$ cat src/common/sttg_defines.vh
// Purpose: constants for the smbus target timeout guard
// Assumes: 50 MHz system clock
// Notes:   times in microseconds, counts derived from the clock rate
`ifndef STTG_DEFINES_VH
`define STTG_DEFINES_VH

// clock rate in kHz
`define STTG_CLK_KHZ            50000
// bus low timeout limits, microseconds
`define STTG_TIMEOUT_MIN_US     25000
`define STTG_TIMEOUT_MAX_US     35000
// clock high period limit, microseconds
`define STTG_HIGH_MAX_US        50
// least time rounds up, longest rounds down
`define STTG_TIMEOUT_MIN_CYC    ((`STTG_TIMEOUT_MIN_US * `STTG_CLK_KHZ + 999) / 1000)
`define STTG_TIMEOUT_MAX_CYC    ((`STTG_TIMEOUT_MAX_US * `STTG_CLK_KHZ) / 1000)
// threshold chosen midway between the limits: 30 ms
`define STTG_TIMEOUT_CYC        ((`STTG_TIMEOUT_MIN_CYC + `STTG_TIMEOUT_MAX_CYC) / 2)
`define STTG_IDLE_CYC           ((`STTG_HIGH_MAX_US * `STTG_CLK_KHZ + 999) / 1000 + 1)
`define STTG_CNT_W              21

`endif

$ cat src/core/sttg_low_timer.v
// Purpose: measures how long one bus line has stayed low
// Assumes: line input already synchronised to clk_i
// Notes:   count restarts on every transition of the line
`timescale 1ns/100ps
`include "sttg_defines.vh"

module sttg_low_timer #(
    parameter CNT_W     = `STTG_CNT_W,
    parameter THRESHOLD = `STTG_TIMEOUT_CYC
) (
    // clock and reset
    input  wire             clk_i,
    input  wire             sys_rst_i,
    // control
    input  wire             enable_i,
    input  wire             line_i,
    // result
    output reg              expired_o
);

    reg  [CNT_W-1:0] cnt_q;
    reg              line_q;

    always @(posedge clk_i or posedge sys_rst_i) begin
        if (sys_rst_i) begin
            cnt_q     <= {CNT_W{1'b0}};
            line_q    <= 1'b1;
            expired_o <= 1'b0;
        end else if (!enable_i) begin
            cnt_q     <= {CNT_W{1'b0}};
            line_q    <= 1'b1;
            expired_o <= 1'b0;
        end else begin
            line_q <= line_i;
            if (line_i != line_q || line_i) begin
                cnt_q     <= {CNT_W{1'b0}};
                expired_o <= 1'b0;
            end else if (cnt_q == THRESHOLD[CNT_W-1:0] - 1'b1) begin
                expired_o <= 1'b1;
            end else if (!expired_o) begin
                cnt_q <= cnt_q + 1'b1;
            end
        end
    end

endmodule // sttg_low_timer

$ cat src/core/sttg_timeout_guard.v
// Purpose: bus protection for an smbus target port
// Assumes: scl/sda arrive asynchronously from pins, open drain
// Notes:   the target engine is outside; this block aborts it
// Behaviour
// data line held low too long aborts, releases
// clock low past minimum timeout may abort
// host issues stop after clock-low timeout
// after timeout, ready for start before max; code leaves abort only when the offending line rises, with no time limit
// forcing party holds clock low at least max
// bus idle after long both-high interval
// ignore bus unless power good is high
// counter restarts on edge, threshold within limits
`timescale 1ns/100ps
`include "sttg_defines.vh"

module sttg_timeout_guard #(
    parameter TIMEOUT_CYC = `STTG_TIMEOUT_CYC,
    parameter IDLE_CYC    = `STTG_IDLE_CYC
) (
    // clock and reset
    input  wire       clk_i,
    input  wire       sys_rst_i,
    // power
    input  wire       power_good_in_i,
    // bus pins
    input  wire       scl_i,
    input  wire       sda_i,
    // from the target engine: its wish to pull the lines low
    input  wire       eng_scl_low_i,
    input  wire       eng_sda_low_i,
    // pin drivers, open drain
    output wire       scl_o,
    output wire       scl_oe_o,
    output wire       sda_o,
    output wire       sda_oe_o,
    // to the target engine
    output wire       bus_active_o,
    output wire       eng_reset_o,
    output reg        timeout_o,
    output reg        start_o,
    output reg        stop_o,
    output reg        bus_idle_o
);

    // ******************************
    // synchronisers
    // ******************************
    reg  [1:0] scl_sync_q;
    reg  [1:0] sda_sync_q;
    reg  [1:0] pg_sync_q;
    reg        scl_q;
    reg        sda_q;

    // lines reset to their idle level so no false edge follows reset
    always @(posedge clk_i or posedge sys_rst_i) begin
        if (sys_rst_i) begin
            scl_sync_q <= 2'h3;
            sda_sync_q <= 2'h3;
            scl_q      <= 1'b1;
            sda_q      <= 1'b1;
        end else begin
            scl_sync_q <= {scl_sync_q[0], scl_i};
            sda_sync_q <= {sda_sync_q[0], sda_i};
            scl_q      <= scl_sync_q[1];
            sda_q      <= sda_sync_q[1];
        end
    end

    // power good resets low so the guard always starts switched off
    always @(posedge clk_i or posedge sys_rst_i) begin
        if (sys_rst_i) begin
            pg_sync_q <= 2'h0;
        end else begin
            pg_sync_q <= {pg_sync_q[0], power_good_in_i};
        end
    end

    wire scl_s = scl_sync_q[1];
    wire sda_s = sda_sync_q[1];
    wire pg_s  = pg_sync_q[1];

    // ******************************
    // low timers
    // ******************************
    wire scl_exp;
    wire sda_exp;

    // threshold sits between the minimum and maximum limits
    sttg_low_timer #(
        .CNT_W     (`STTG_CNT_W),
        .THRESHOLD (TIMEOUT_CYC)
    ) u_scl_timer (
        .clk_i     (clk_i),
        .sys_rst_i (sys_rst_i),
        .enable_i  (pg_s),
        .line_i    (scl_s),
        .expired_o (scl_exp)
    );

    sttg_low_timer #(
        .CNT_W     (`STTG_CNT_W),
        .THRESHOLD (TIMEOUT_CYC)
    ) u_sda_timer (
        .clk_i     (clk_i),
        .sys_rst_i (sys_rst_i),
        .enable_i  (pg_s),
        .line_i    (sda_s),
        .expired_o (sda_exp)
    );

    // ******************************
    // bus conditions
    // ******************************
    // start and stop differ only in the level the data line moves to
    function cond_seen;
        input scl_now;
        input scl_was;
        input sda_was;
        input sda_now;
        input sda_to;
        begin
            cond_seen = scl_now & scl_was & (sda_was == ~sda_to) & (sda_now == sda_to);
        end
    endfunction

    wire start_cond = cond_seen(scl_s, scl_q, sda_q, sda_s, 1'b0);
    wire stop_cond  = cond_seen(scl_s, scl_q, sda_q, sda_s, 1'b1);

    // ******************************
    // abort state
    // ******************************
    localparam ST_OFF   = 2'b00;
    localparam ST_WATCH = 2'b01;
    localparam ST_ABORT = 2'b10;

    reg  [1:0]  state_q;
    reg  [1:0]  state_d;

    always @* begin
        state_d = state_q;
        case (state_q)
            ST_OFF: begin
                if (pg_s)
                    state_d = ST_WATCH;
            end
            ST_WATCH: begin
                if (scl_exp || sda_exp)
                    state_d = ST_ABORT;
            end
            ST_ABORT: begin
                // leave as soon as the offending line rises, even when
                // that is after the maximum timeout, ready for a start
                if (!scl_exp && !sda_exp)
                    state_d = ST_WATCH;
            end
            default: state_d = ST_OFF;
        endcase
        // losing power good overrides every state
        if (!pg_s)
            state_d = ST_OFF;
    end

    always @(posedge clk_i or posedge sys_rst_i) begin
        if (sys_rst_i) begin
            state_q <= ST_OFF;
        end else begin
            state_q <= state_d;
        end
    end

    // ******************************
    // event pulses
    // ******************************
    always @(posedge clk_i or posedge sys_rst_i) begin
        if (sys_rst_i) begin
            timeout_o <= 1'b0;
            start_o   <= 1'b0;
            stop_o    <= 1'b0;
        end else begin
            // one pulse per abort, taken on the entry edge only
            timeout_o <= (state_q == ST_WATCH) && (state_d == ST_ABORT);
            start_o   <= pg_s && start_cond;
            stop_o    <= pg_s && stop_cond;
        end
    end

    // ******************************
    // idle detect
    // ******************************
    localparam IDLE_W = 12;

    reg  [IDLE_W-1:0] idle_cnt_q;

    // any low or loss of power good restarts the high count
    always @(posedge clk_i or posedge sys_rst_i) begin
        if (sys_rst_i) begin
            idle_cnt_q <= {IDLE_W{1'b0}};
            bus_idle_o <= 1'b0;
        end else if (!pg_s || !scl_s || !sda_s) begin
            idle_cnt_q <= {IDLE_W{1'b0}};
            bus_idle_o <= 1'b0;
        end else if (idle_cnt_q == IDLE_CYC[IDLE_W-1:0]) begin
            // counter parks here; IDLE_CYC must fit in IDLE_W bits
            bus_idle_o <= 1'b1;
        end else begin
            idle_cnt_q <= idle_cnt_q + 1'b1;
        end
    end

    // ******************************
    // pin drive
    // ******************************
    assign bus_active_o = (state_q == ST_WATCH);
    // engine held in reset while aborting or without power good
    assign eng_reset_o  = ~bus_active_o;
    // lines released while aborting; engine drive only when active
    // open drain: data stays low, only the enable moves
    assign scl_o    = 1'b0;
    assign sda_o    = 1'b0;
    assign scl_oe_o = bus_active_o & eng_scl_low_i;
    assign sda_oe_o = bus_active_o & eng_sda_low_i;

endmodule // sttg_timeout_guard

$ cat config.mk
export PLATFORM = sky130hd
export DESIGN_NAME = sttg_timeout_guard
export DESIGN_NICKNAME = d
export VERILOG_FILES = /design/src/core/sttg_low_timer.v /design/src/core/sttg_timeout_guard.v
export VERILOG_INCLUDE_DIRS = /design/src /design/src/common
export SDC_FILE = /design/constraint.sdc
export NUM_CORES = 1
export LEC_CHECK = 0
export ABC_CLOCK_PERIOD_IN_PS = 2440
export BUFFER_PORTS_ARGS = -buffer_cell sky130_fd_sc_hd__buf_2
export CAP_MARGIN = 30
export CORE_ASPECT_RATIO = 0.8
export CORE_UTILIZATION = 45
export DETAILED_ROUTE_END_ITERATION = 10
export GPL_TIMING_DRIVEN = 0
export HOLD_SLACK_MARGIN = 0.12
export SLEW_MARGIN = 20
export SYNTH_ARGS = -nofsm -noshare
export SYNTH_HDL_FRONTEND = slang
export SYNTH_SLANG_ARGS = --single-unit
$ cat constraint.sdc
create_clock -name clk_i -period 2.44 [get_ports clk_i]
set_input_delay 0.244 -clock clk_i [delete_from_list [all_inputs] [get_ports clk_i]]
set_output_delay 0.244 -clock clk_i [all_outputs]
set_load 0.03 [all_outputs]
======== Yosys cells after proc, flatten, opt, wreduce, memory -nomap -nowiden ========
Index checks and enable logic that the tools add are counted.
storage, ports and cells
  output and inout port bits .............. 10
  input port bits ......................... 7
  word-level logic and storage cells ...... 87
  register bits after elaboration ......... 72
operators by class
  muxes and demuxes ....................... 24
  reductions and logical operators ........ 18
  add/sub/neg operators ................... 3
  bitwise gates (word level) .............. 10
  equality and inequality tests ........... 15
operators by type and width
  cell                                                   number
  2-to-1 mux 21 bit                                      8
  adder 21 x 1 -> 21 bit, second input constant          2
  equality test 21 bit, second input constant            2
  2-to-1 mux 12 bit                                      2
  adder 12 x 1 -> 12 bit, second input constant          1
  equality test 12 bit, second input constant            1
  2-to-1 mux 1 bit                                       10
  AND 1 bit                                              7
  2-to-1 mux 2 bit                                       3
  inequality test 3 x 1 -> 1 bit, second input constant  2
  inequality test 3 x 2 -> 1 bit, second input constant  2
  inequality test 3 bit, second input constant           2
  one-hot mux 2 bit (3 select lines)                     1
  zero test 1 bit                                        5
  logical OR 1 bit                                       5
  equality test 2 bit, second input constant             2
  logical AND 1 bit                                      4
  AND reduction 2 bit                                    2
  inverter 1 bit                                         3
  equality test 2 x 1 -> 1 bit, second input constant    1
  zero test 2 bit                                        1
  inequality test 1 bit                                  2
  inequality test 2 bit, second input constant           1
  nonzero test 2 bit                                     1

======== Logic depth before layout (Yosys ltp) ========
Gate-level depths: netlist (run 1).
  depth after elaboration ................. 7
  depth in mapped cells ................... 6
  depth with buffers taken out ............ 6

======== Cells and area by module ========
A second synthesis (run 1) with hierarchy kept.
unflattened totals
  cells, all modules ...................... 386
  area, all modules ....................... 3783.6 um^2
modules (own cells, without submodules)
  module              cells each  area an instance (um^2)  seq. area each (um^2)  instances
  sttg_low_timer      142         1326.3                   576.8                  2
  sttg_timeout_guard  102         1131.1                   658.1                  1

======== Worst setup path before layout (run 1) ========
OpenSTA, ideal clock, no wires.
  path type ............................... register to register
  start point ............................. register u_scl_timer.cnt_q[0]
  end point ............................... register u_scl_timer.cnt_q[10]
  arrival ................................. 1.602 ns
  slack ................................... 0.760 ns
  stages on the path, launching flop included .. 6
  library setup time ...................... 0.078 ns
  buffers on the path ..................... 0
  data required time ...................... 2.362 ns
  period minus slack after synthesis ...... 1.680 ns
  cells stage by stage .................... dfrtp_1 ha_1 and3_1 nand2_1 or4b_2 a21oi_1
between the ends
  cells in the longest elaborated chain, start to end .. 5
  elaborated cells on any way between the ends .. 8
  classes of those cells .................. add/sub: 1; eq/ne: 2; mux: 4; reduce/logical: 1
RTL lines
  what                      RTL line             text
  start: declaration        sttg_low_timer.v:21  reg [CNT_W-1:0] cnt_q;
  start signal: assignment  sttg_low_timer.v:26  cnt_q <= {CNT_W{1'b0}};
  start signal: assignment  sttg_low_timer.v:30  cnt_q <= {CNT_W{1'b0}};
  start signal: assignment  sttg_low_timer.v:36  cnt_q <= {CNT_W{1'b0}};
  adder 21 x 1 -> 21 bit    sttg_low_timer.v:41  cnt_q <= cnt_q + 1'b1;
  2-to-1 mux 21 bit         sttg_low_timer.v:40  end else if (!expired_o) begin
  2-to-1 mux 21 bit         sttg_low_timer.v:38  end else if (cnt_q == THRESHOLD[CNT_W-1:0] - 1'b1) begin
  2-to-1 mux 21 bit         sttg_low_timer.v:35  if (line_i != line_q || line_i) begin
  2-to-1 mux 21 bit         sttg_low_timer.v:29  end else if (!enable_i) begin
Several ways; a longest one is shown, not always the timed one. The select of a mux whose other input is x is not followed.
A chain may end at the register's enable or synchronous reset.

======== Final worst setup path (run 1) ========
  start point ............................. register u_scl_timer.cnt_q[1]
  end point ............................... register u_scl_timer.cnt_q[20]
The elaborated chain is that of the path after synthesis.

==> results of run 1 <==
state kept, by name, indices dropped and copies added (netlist names), 2 cells and up:
| signal | flops |
|---|---|
| u_sda_timer.cnt_q | 21 |
| sda_sync_q | 2 |
| state_q | 2 |
| u_scl_timer.cnt_q | 21 |
| idle_cnt_q | 12 |
| scl_sync_q | 2 |
| pg_sync_q | 2 |
kinds of logic (layout without fill, tap and decap cells):
logic type                 count (synthesis)  in the layout  share of synthesized area
AOI/OAI and AO/OA                         63             63                      0.106
xor gates and xnor gates                  17             17                     0.0397
adders and majority gates                  4              4                     0.0134
buffers and inverters                     27             62                     0.0314
DFF                                       72             72                      0.483
muxes                                      9              9                     0.0244
other                                      1              2                    0.00100
and+or+nand+nor                          193            193                      0.301
metal layers:
layer	wire length (um)	up-vias	track usage
met1	4220	1476	0.302
met5	0	-	0
met2	3540	67	0.295
met4	104	0	0.0468
li1	-	1473	-
met3	379	9	0.0570
worst reg2reg max path, stage by stage (launching register included):
cell and delay (ns):
dfrtp_1 0.48, ha_1 0.24, and3_1 0.21, nand4_1 0.33, or4_1 0.57, a21oi_1 0.15
Yosys cell counts, types with 3 or more instances:
| library cell | instances |
|---|---|
| nor4_1 | 9 |
| nand4b_1 | 3 |
| or4_1 | 13 |
| nand2b_1 | 12 |
| dfstp_2 | 8 |
| o31ai_1 | 8 |
| buf_2 | 3 |
| nand2_1 | 30 |
| nand3_1 | 15 |
| o21a_1 | 3 |
| xnor2_1 | 10 |
| or3_1 | 8 |
| mux2i_1 | 8 |
| nor2_1 | 36 |
| o21ai_0 | 12 |
| a211oi_1 | 4 |
| nand3_2 | 3 |
| o211ai_1 | 4 |
| xor2_1 | 7 |
| buf_4 | 3 |
| dfrtp_1 | 64 |
| nor3_1 | 6 |
| ha_1 | 4 |
| clkbuf_1 | 9 |
| and3_1 | 6 |
| or2_2 | 3 |
| nor4b_1 | 3 |
| a31oi_1 | 3 |
| inv_1 | 11 |
| nor2b_1 | 5 |
| and2_1 | 5 |
| a21oi_1 | 21 |
| nand4_1 | 15 |
where the power goes:
part	internal, mW	switching [mW]	total (mW)	leakage [nW]
Combinational	0.0282	0.0594	0.0876	0.605
Clock	0.687	0.487	1.17	0.117
Sequential	1.21	0.00947	1.22	0.971
Total	1.92	0.556	2.48	1.69
worst paths after layout:
| check | startpoint | end | slack, ns | depth (start not counted) |
|---|---|---|---|---|
| setup / recovery | u_scl_timer.cnt_q[1] | u_scl_timer.cnt_q[20] | 0.39 | 5 |
| hold / removal | pg_sync_q[0] | pg_sync_q[1] | 0.36 | 0 |
| setup reg to reg | u_scl_timer.cnt_q[1] | u_scl_timer.cnt_q[20] | 0.39 | 5 |
| hold reg to reg | pg_sync_q[0] | pg_sync_q[1] | 0.36 | 0 |
| max in group asynchronous | sys_rst_i | scl_q | 1.46 | 4 |
| min in group asynchronous | sys_rst_i | u_scl_timer.cnt_q[7] | 0.38 | 3 |
area by class of cell:
cell class / instances / area (um^2) / share of cell area
Timing Repair Buffer: 19 / 138 / 0.0322
Clock inverter: 6 / 115 / 0.0270
Multi-Input combinational cell: 288 / 1820 / 0.427
Clock buffer: 10 / 128 / 0.0299
Buffer: 16 / 76.3 / 0.0179
Tap cell: 108 / 135 / 0.0316
Inverter: 11 / 43.8 / 0.0103
Sequential cell: 72 / 1810 / 0.424
==> flow_summary.toml, run 1 <==
[detailed_routing]
drt_iter0_drc = 162
vias_per_cell = 5.71
drt-wirelength-per-cell_um = 15.6
drt-pass1-iter-count = 4
antenna_left = 0
drt_wl_total_mm = 8.25
drc = 0
route.vias.total = 3025

[clock_network]
numClockSinks = 72
cts-htree-levels = 3
root_buffer = "clkbuf_8"
cts_buffer_depth = 2
cts_setup_buffers = 0
cts.clk_slew.worst_paths_ns = 0.08
clock_latency_ns = 0.36
cts_tree = "built"
post_cts_resized = 0
hold_buffers = 4
cts_made_buffers = 9

[logic_synthesis]
synthArstFlopShare = 1.00
synth_cell_types = 57
avgSynthCellArea_um2 = 9.71
syn_area_um2 = 3750
synth_area_leaders = "dfrtp_1, dfstp_2, nor2_1"
synth_ff_type = "dfrtp_1"
synth_top_area_frac = 0.427
ys_seq_elements = 72
ys_seq_area_frac = 0.483
postSynthCellCount = 386
synth_warnings = 0
yosysTopAreaCell = "dfrtp_1"
synth-edff-count = 0

[floorplan]
die_h_um = 83.6
initial_utilization = 0.467
die_area_um2 = 8700
row_count = 29
die_x_um = 104
io_pins = 17
fp.coreArea_um2 = 8020

[setup_path]
crit_fanout = 8
crit_chain = "ha_1 > and3_1 > nand4_1 > or4_1 > a21oi_1"
critPathBufInv = 0
crit_path_end_kind = "register"
start_kind = "register"
cpMaxStageDelayCell = "or4_1"
required_ns = 2.72
critPathMaxStageDelay_ns = 0.57
path_delay_family = "simple AND/OR/NAND/NOR gates"
critical_path_class = "reg -> reg"
worstPathArrival_ns = 2.33

[global_route]
grt_pass1_wl_mm = 14.0
grt_max_degree = 50
grt-ovfl-total = 0
grt_pass1_vias = 2845
antenna_found_initial = 0
grt_usage = 0.204

[layout]
diodes = 0
stdcell_count = 530
final_cell_mix = "dfrtp_1, nor2_1, nand2_1, a21oi_1, buf_2"
nNetsFinal = 428
layout-drive-gt1-share = 0.159
areaGrowthSynthToFinish_pct = 13.9
postLayoutCoreUtil = 0.533
fill_cells = 742
final_area_um2 = 4270
final_common_cell = "dfrtp_1"

[timing]
worstMarginPinSlew_ns = 0.926
min_period_over_period = 0.840
rsz0062_at_grt = "no"
slew_headroom = 0.374
period_minus_slack_ns = 2.05
setup_viol = 0
timing.fmax_ghz = 0.488
drv_slew = 0
whs_ns = 0.356
fin_tns_setup_ns = 0
hold_viol_final = 0
finalClockSkew_ns = 0.00936
setup_ws_ns = 0.390

[power]
powerDensity_nw_per_um2 = 581
power.total_mw = 2.48
leakagePower_nw = 1.69
ir_drop_v = 0.000427

[place]
dp_cells = 510
post-place-ws_ns = 0.445
gp_congestion = 0.874
dpl.hpwl_mm = 5.64
dpl_cell_area_um2 = 3990
port_buffers = 14

[run]
cap_violations = 0

[status]
status = "finished, final reports clean"

[worst_hold_path]
min_path_type = "reg -> reg"
No activity file was read; power rests on OpenSTA's default activity.
==> run 2, diff against run 1 <==
--- a/config.mk
+++ b/config.mk
@@ -6,7 +6,7 @@
 export SDC_FILE = /design/constraint.sdc
 export NUM_CORES = 1
 export LEC_CHECK = 0
-export ABC_CLOCK_PERIOD_IN_PS = 2440
+export ABC_CLOCK_PERIOD_IN_PS = 2000
 export BUFFER_PORTS_ARGS = -buffer_cell sky130_fd_sc_hd__buf_2
 export CAP_MARGIN = 30
 export CORE_ASPECT_RATIO = 0.8
==> constraint.sdc (replaced) <==
create_clock -name clk_i -period 2 [get_ports clk_i]
set_input_delay 0.2 -clock clk_i [delete_from_list [all_inputs] [get_ports clk_i]]
set_output_delay 0.2 -clock clk_i [all_outputs]
set_load 0.03 [all_outputs]
==> run 2 against run 1 <==
Via count increased by 0.56%. Global-route usage fell by 0.15 points. Register-to-register slack worse by 0.33 ns. Clock power about the same. Clock skew decreased by 0.0025 ns. Final cell count rose by 1.3%. Setup slack worse by 0.33 ns. Count of clock-buffer cells in the layout fell by 1. Non-clock buffer count is 7 higher. Maximum frequency rose by 5.9%. Critical endpoint is now u_sda_timer.cnt_q[19].
==> flow_summary.toml, run 2 (synthesis gave the netlist of run 1 again) <==
[floorplan]
initial_utilization = 0.467
die_x_um = 104
row_count = 29
die_h_um = 83.6
fp.coreArea_um2 = 8020
die_area_um2 = 8700
io_pins = 17

[layout]
areaGrowthSynthToFinish_pct = 15.1
final_cell_mix = "dfrtp_1, nor2_1, nand2_1, a21oi_1, buf_2"
layout-drive-gt1-share = 0.182
top_regs = "u_scl_timer.cnt_q: 21 flops, u_sda_timer.cnt_q: 21 flops, idle_cnt_q: 12 flops"
fill_cells = 710
nNetsFinal = 435
diodes = 0
final_common_cell = "dfrtp_1"
stdcell_count = 537

[timing]
slew_headroom = 0.648
setup_viol = 0
finalClockSkew_ns = 0.00684
period_minus_slack_ns = 1.94
hold_viol_final = 0
whs_ns = 0.353
drv_slew = 0
worstMarginPinSlew_ns = 0.528
min_period_over_period = 0.968
timing.fmax_ghz = 0.517

[global_route]
grt_usage = 0.203
grt_pass1_vias = 2869
antenna_found_initial = 0
grt_pass1_wl_mm = 13.9
grt-ovfl-total = 0
grt_max_degree = 33

[place]
gp_congestion = 0.836
port_buffers = 14
dpl.hpwl_mm = 5.63
dp_cells = 511

[clock_network]
cts.clk_slew.worst_paths_ns = 0.09
root_buffer = "clkbuf_8"
cts_made_buffers = 9
numClockSinks = 72
cts_tree = "built"
cts_buffer_depth = 2
clock_latency_ns = 0.35
cts-htree-levels = 3

[power]
switching_power_mw = 0.680
leakagePower_nw = 1.70
p_int_mw = 2.10
clkPwrFrac = 0.424
swShare = 0.245
powerDensity_nw_per_um2 = 644
combPwrFrac = 0.040
sequentialPowerShare = 0.536
ir_drop_v = 0.000431

[setup_path]
crit_fanout = 9
required_ns = 2.28
crit_path_end_kind = "register"
worstPathArrival_ns = 2.21
critical_path_class = "reg -> reg"
start_kind = "register"

[detailed_routing]
drt-wirelength-per-cell_um = 15.1
antenna_left = 0
drt_iter0_drc = 166
drc = 0
drt_wl_total_mm = 8.10
route.vias.total = 3042
vias_per_cell = 5.66
drt-pass1-iter-count = 4

[run]
cap_violations = 0

[status]
status = "finished, final reports clean"

[worst_hold_path]
min_path_type = "reg -> reg"
-- run 2: cell types whose count changed in the layout (fill, tap and decap cells not counted), sizes merged --
| cell | before | now |
|---|---|---|
| buf | 21 | 30 |
| clkinvlp | 1 | 5 |
| clkbuf | 20 | 17 |
| bufinv | 3 | 1 |
| inv | 13 | 12 |
-- run 2: stage by stage --
stage	cell area [um^2]	util	power, mW	setup WS (ns)	setup TNS (ns)
after global placement	3960	0.494	1.61	0.0282	0
after detailed placement	4000	0.499	1.62	-0.0414	-0.0491
after global routing	4310	0.538	2.90	-0.00521	-0.00521
after CTS	4260	0.532	2.82	0.0103	0
after floorplan	3760	-	1.58	0.320	0
final	4310	0.538	2.78	0.0644	0
-- run 2: power by group through the flow --
stage,combinational (mW),sequential (mW),clock [mW]
after CTS,0.114,1.49,1.22
after global routing,0.126,1.49,1.28
after global placement,0.0969,1.51,0
after detailed placement,0.108,1.51,0
after floorplan,0.0674,1.51,0
final,0.111,1.49,1.18
-- run 2: cell type report --
type	instances	area, um^2	area share
buffer	16	77.6	0.0180
tap	108	135	0.0313
timing repair buffer	26	195	0.0453
sequential	72	1810	0.420
clock buffer	9	124	0.0287
multi-input combinational	288	1850	0.428
inverter	11	45.0	0.0104
clock inverter	7	77.6	0.0180
-- run 2: routing by layer --
layer | global-route usage | wire [um] | vias up
li1 | - | - | 1488
met2 | 0.299 | 3520 | 76
met4 | 0.0636 | 82 | 0
met3 | 0.0546 | 434 | 6
met5 | 0 | 0 | -
met1 | 0.289 | 4060 | 1472
-- run 2: what timing repair did --
action	4_1_cts	5_1_grt
buffers inserted	2	4
hold buffers	4	0
endpoints found under the setup margin	2	13
pin swaps	1	1
gates resized for setup	1	7
hold endpoints to repair	18	0
-- run 2: final timing paths --
path                                  startpoint               endpoint  slack, ns  cells after the start
max                        u_sda_timer.expired_o  u_sda_timer.cnt_q[19]       0.06                      4
min                                 pg_sync_q[0]           pg_sync_q[1]       0.35                      0
max reg2reg                u_sda_timer.expired_o  u_sda_timer.cnt_q[19]       0.06                      4
min reg2reg                         pg_sync_q[0]           pg_sync_q[1]       0.35                      0
max in group asynchronous              sys_rst_i          sda_sync_q[0]       1.05                      4
min in group asynchronous              sys_rst_i  u_sda_timer.cnt_q[18]       0.40                      3
-- run 2: worst max-delay path, stage by stage, from the launching register on --
cell	delay, ns
dfrtp_1	0.51
nand4b_1	0.35
or2_2	0.38
or4_1	0.47
a21oi_1	0.15
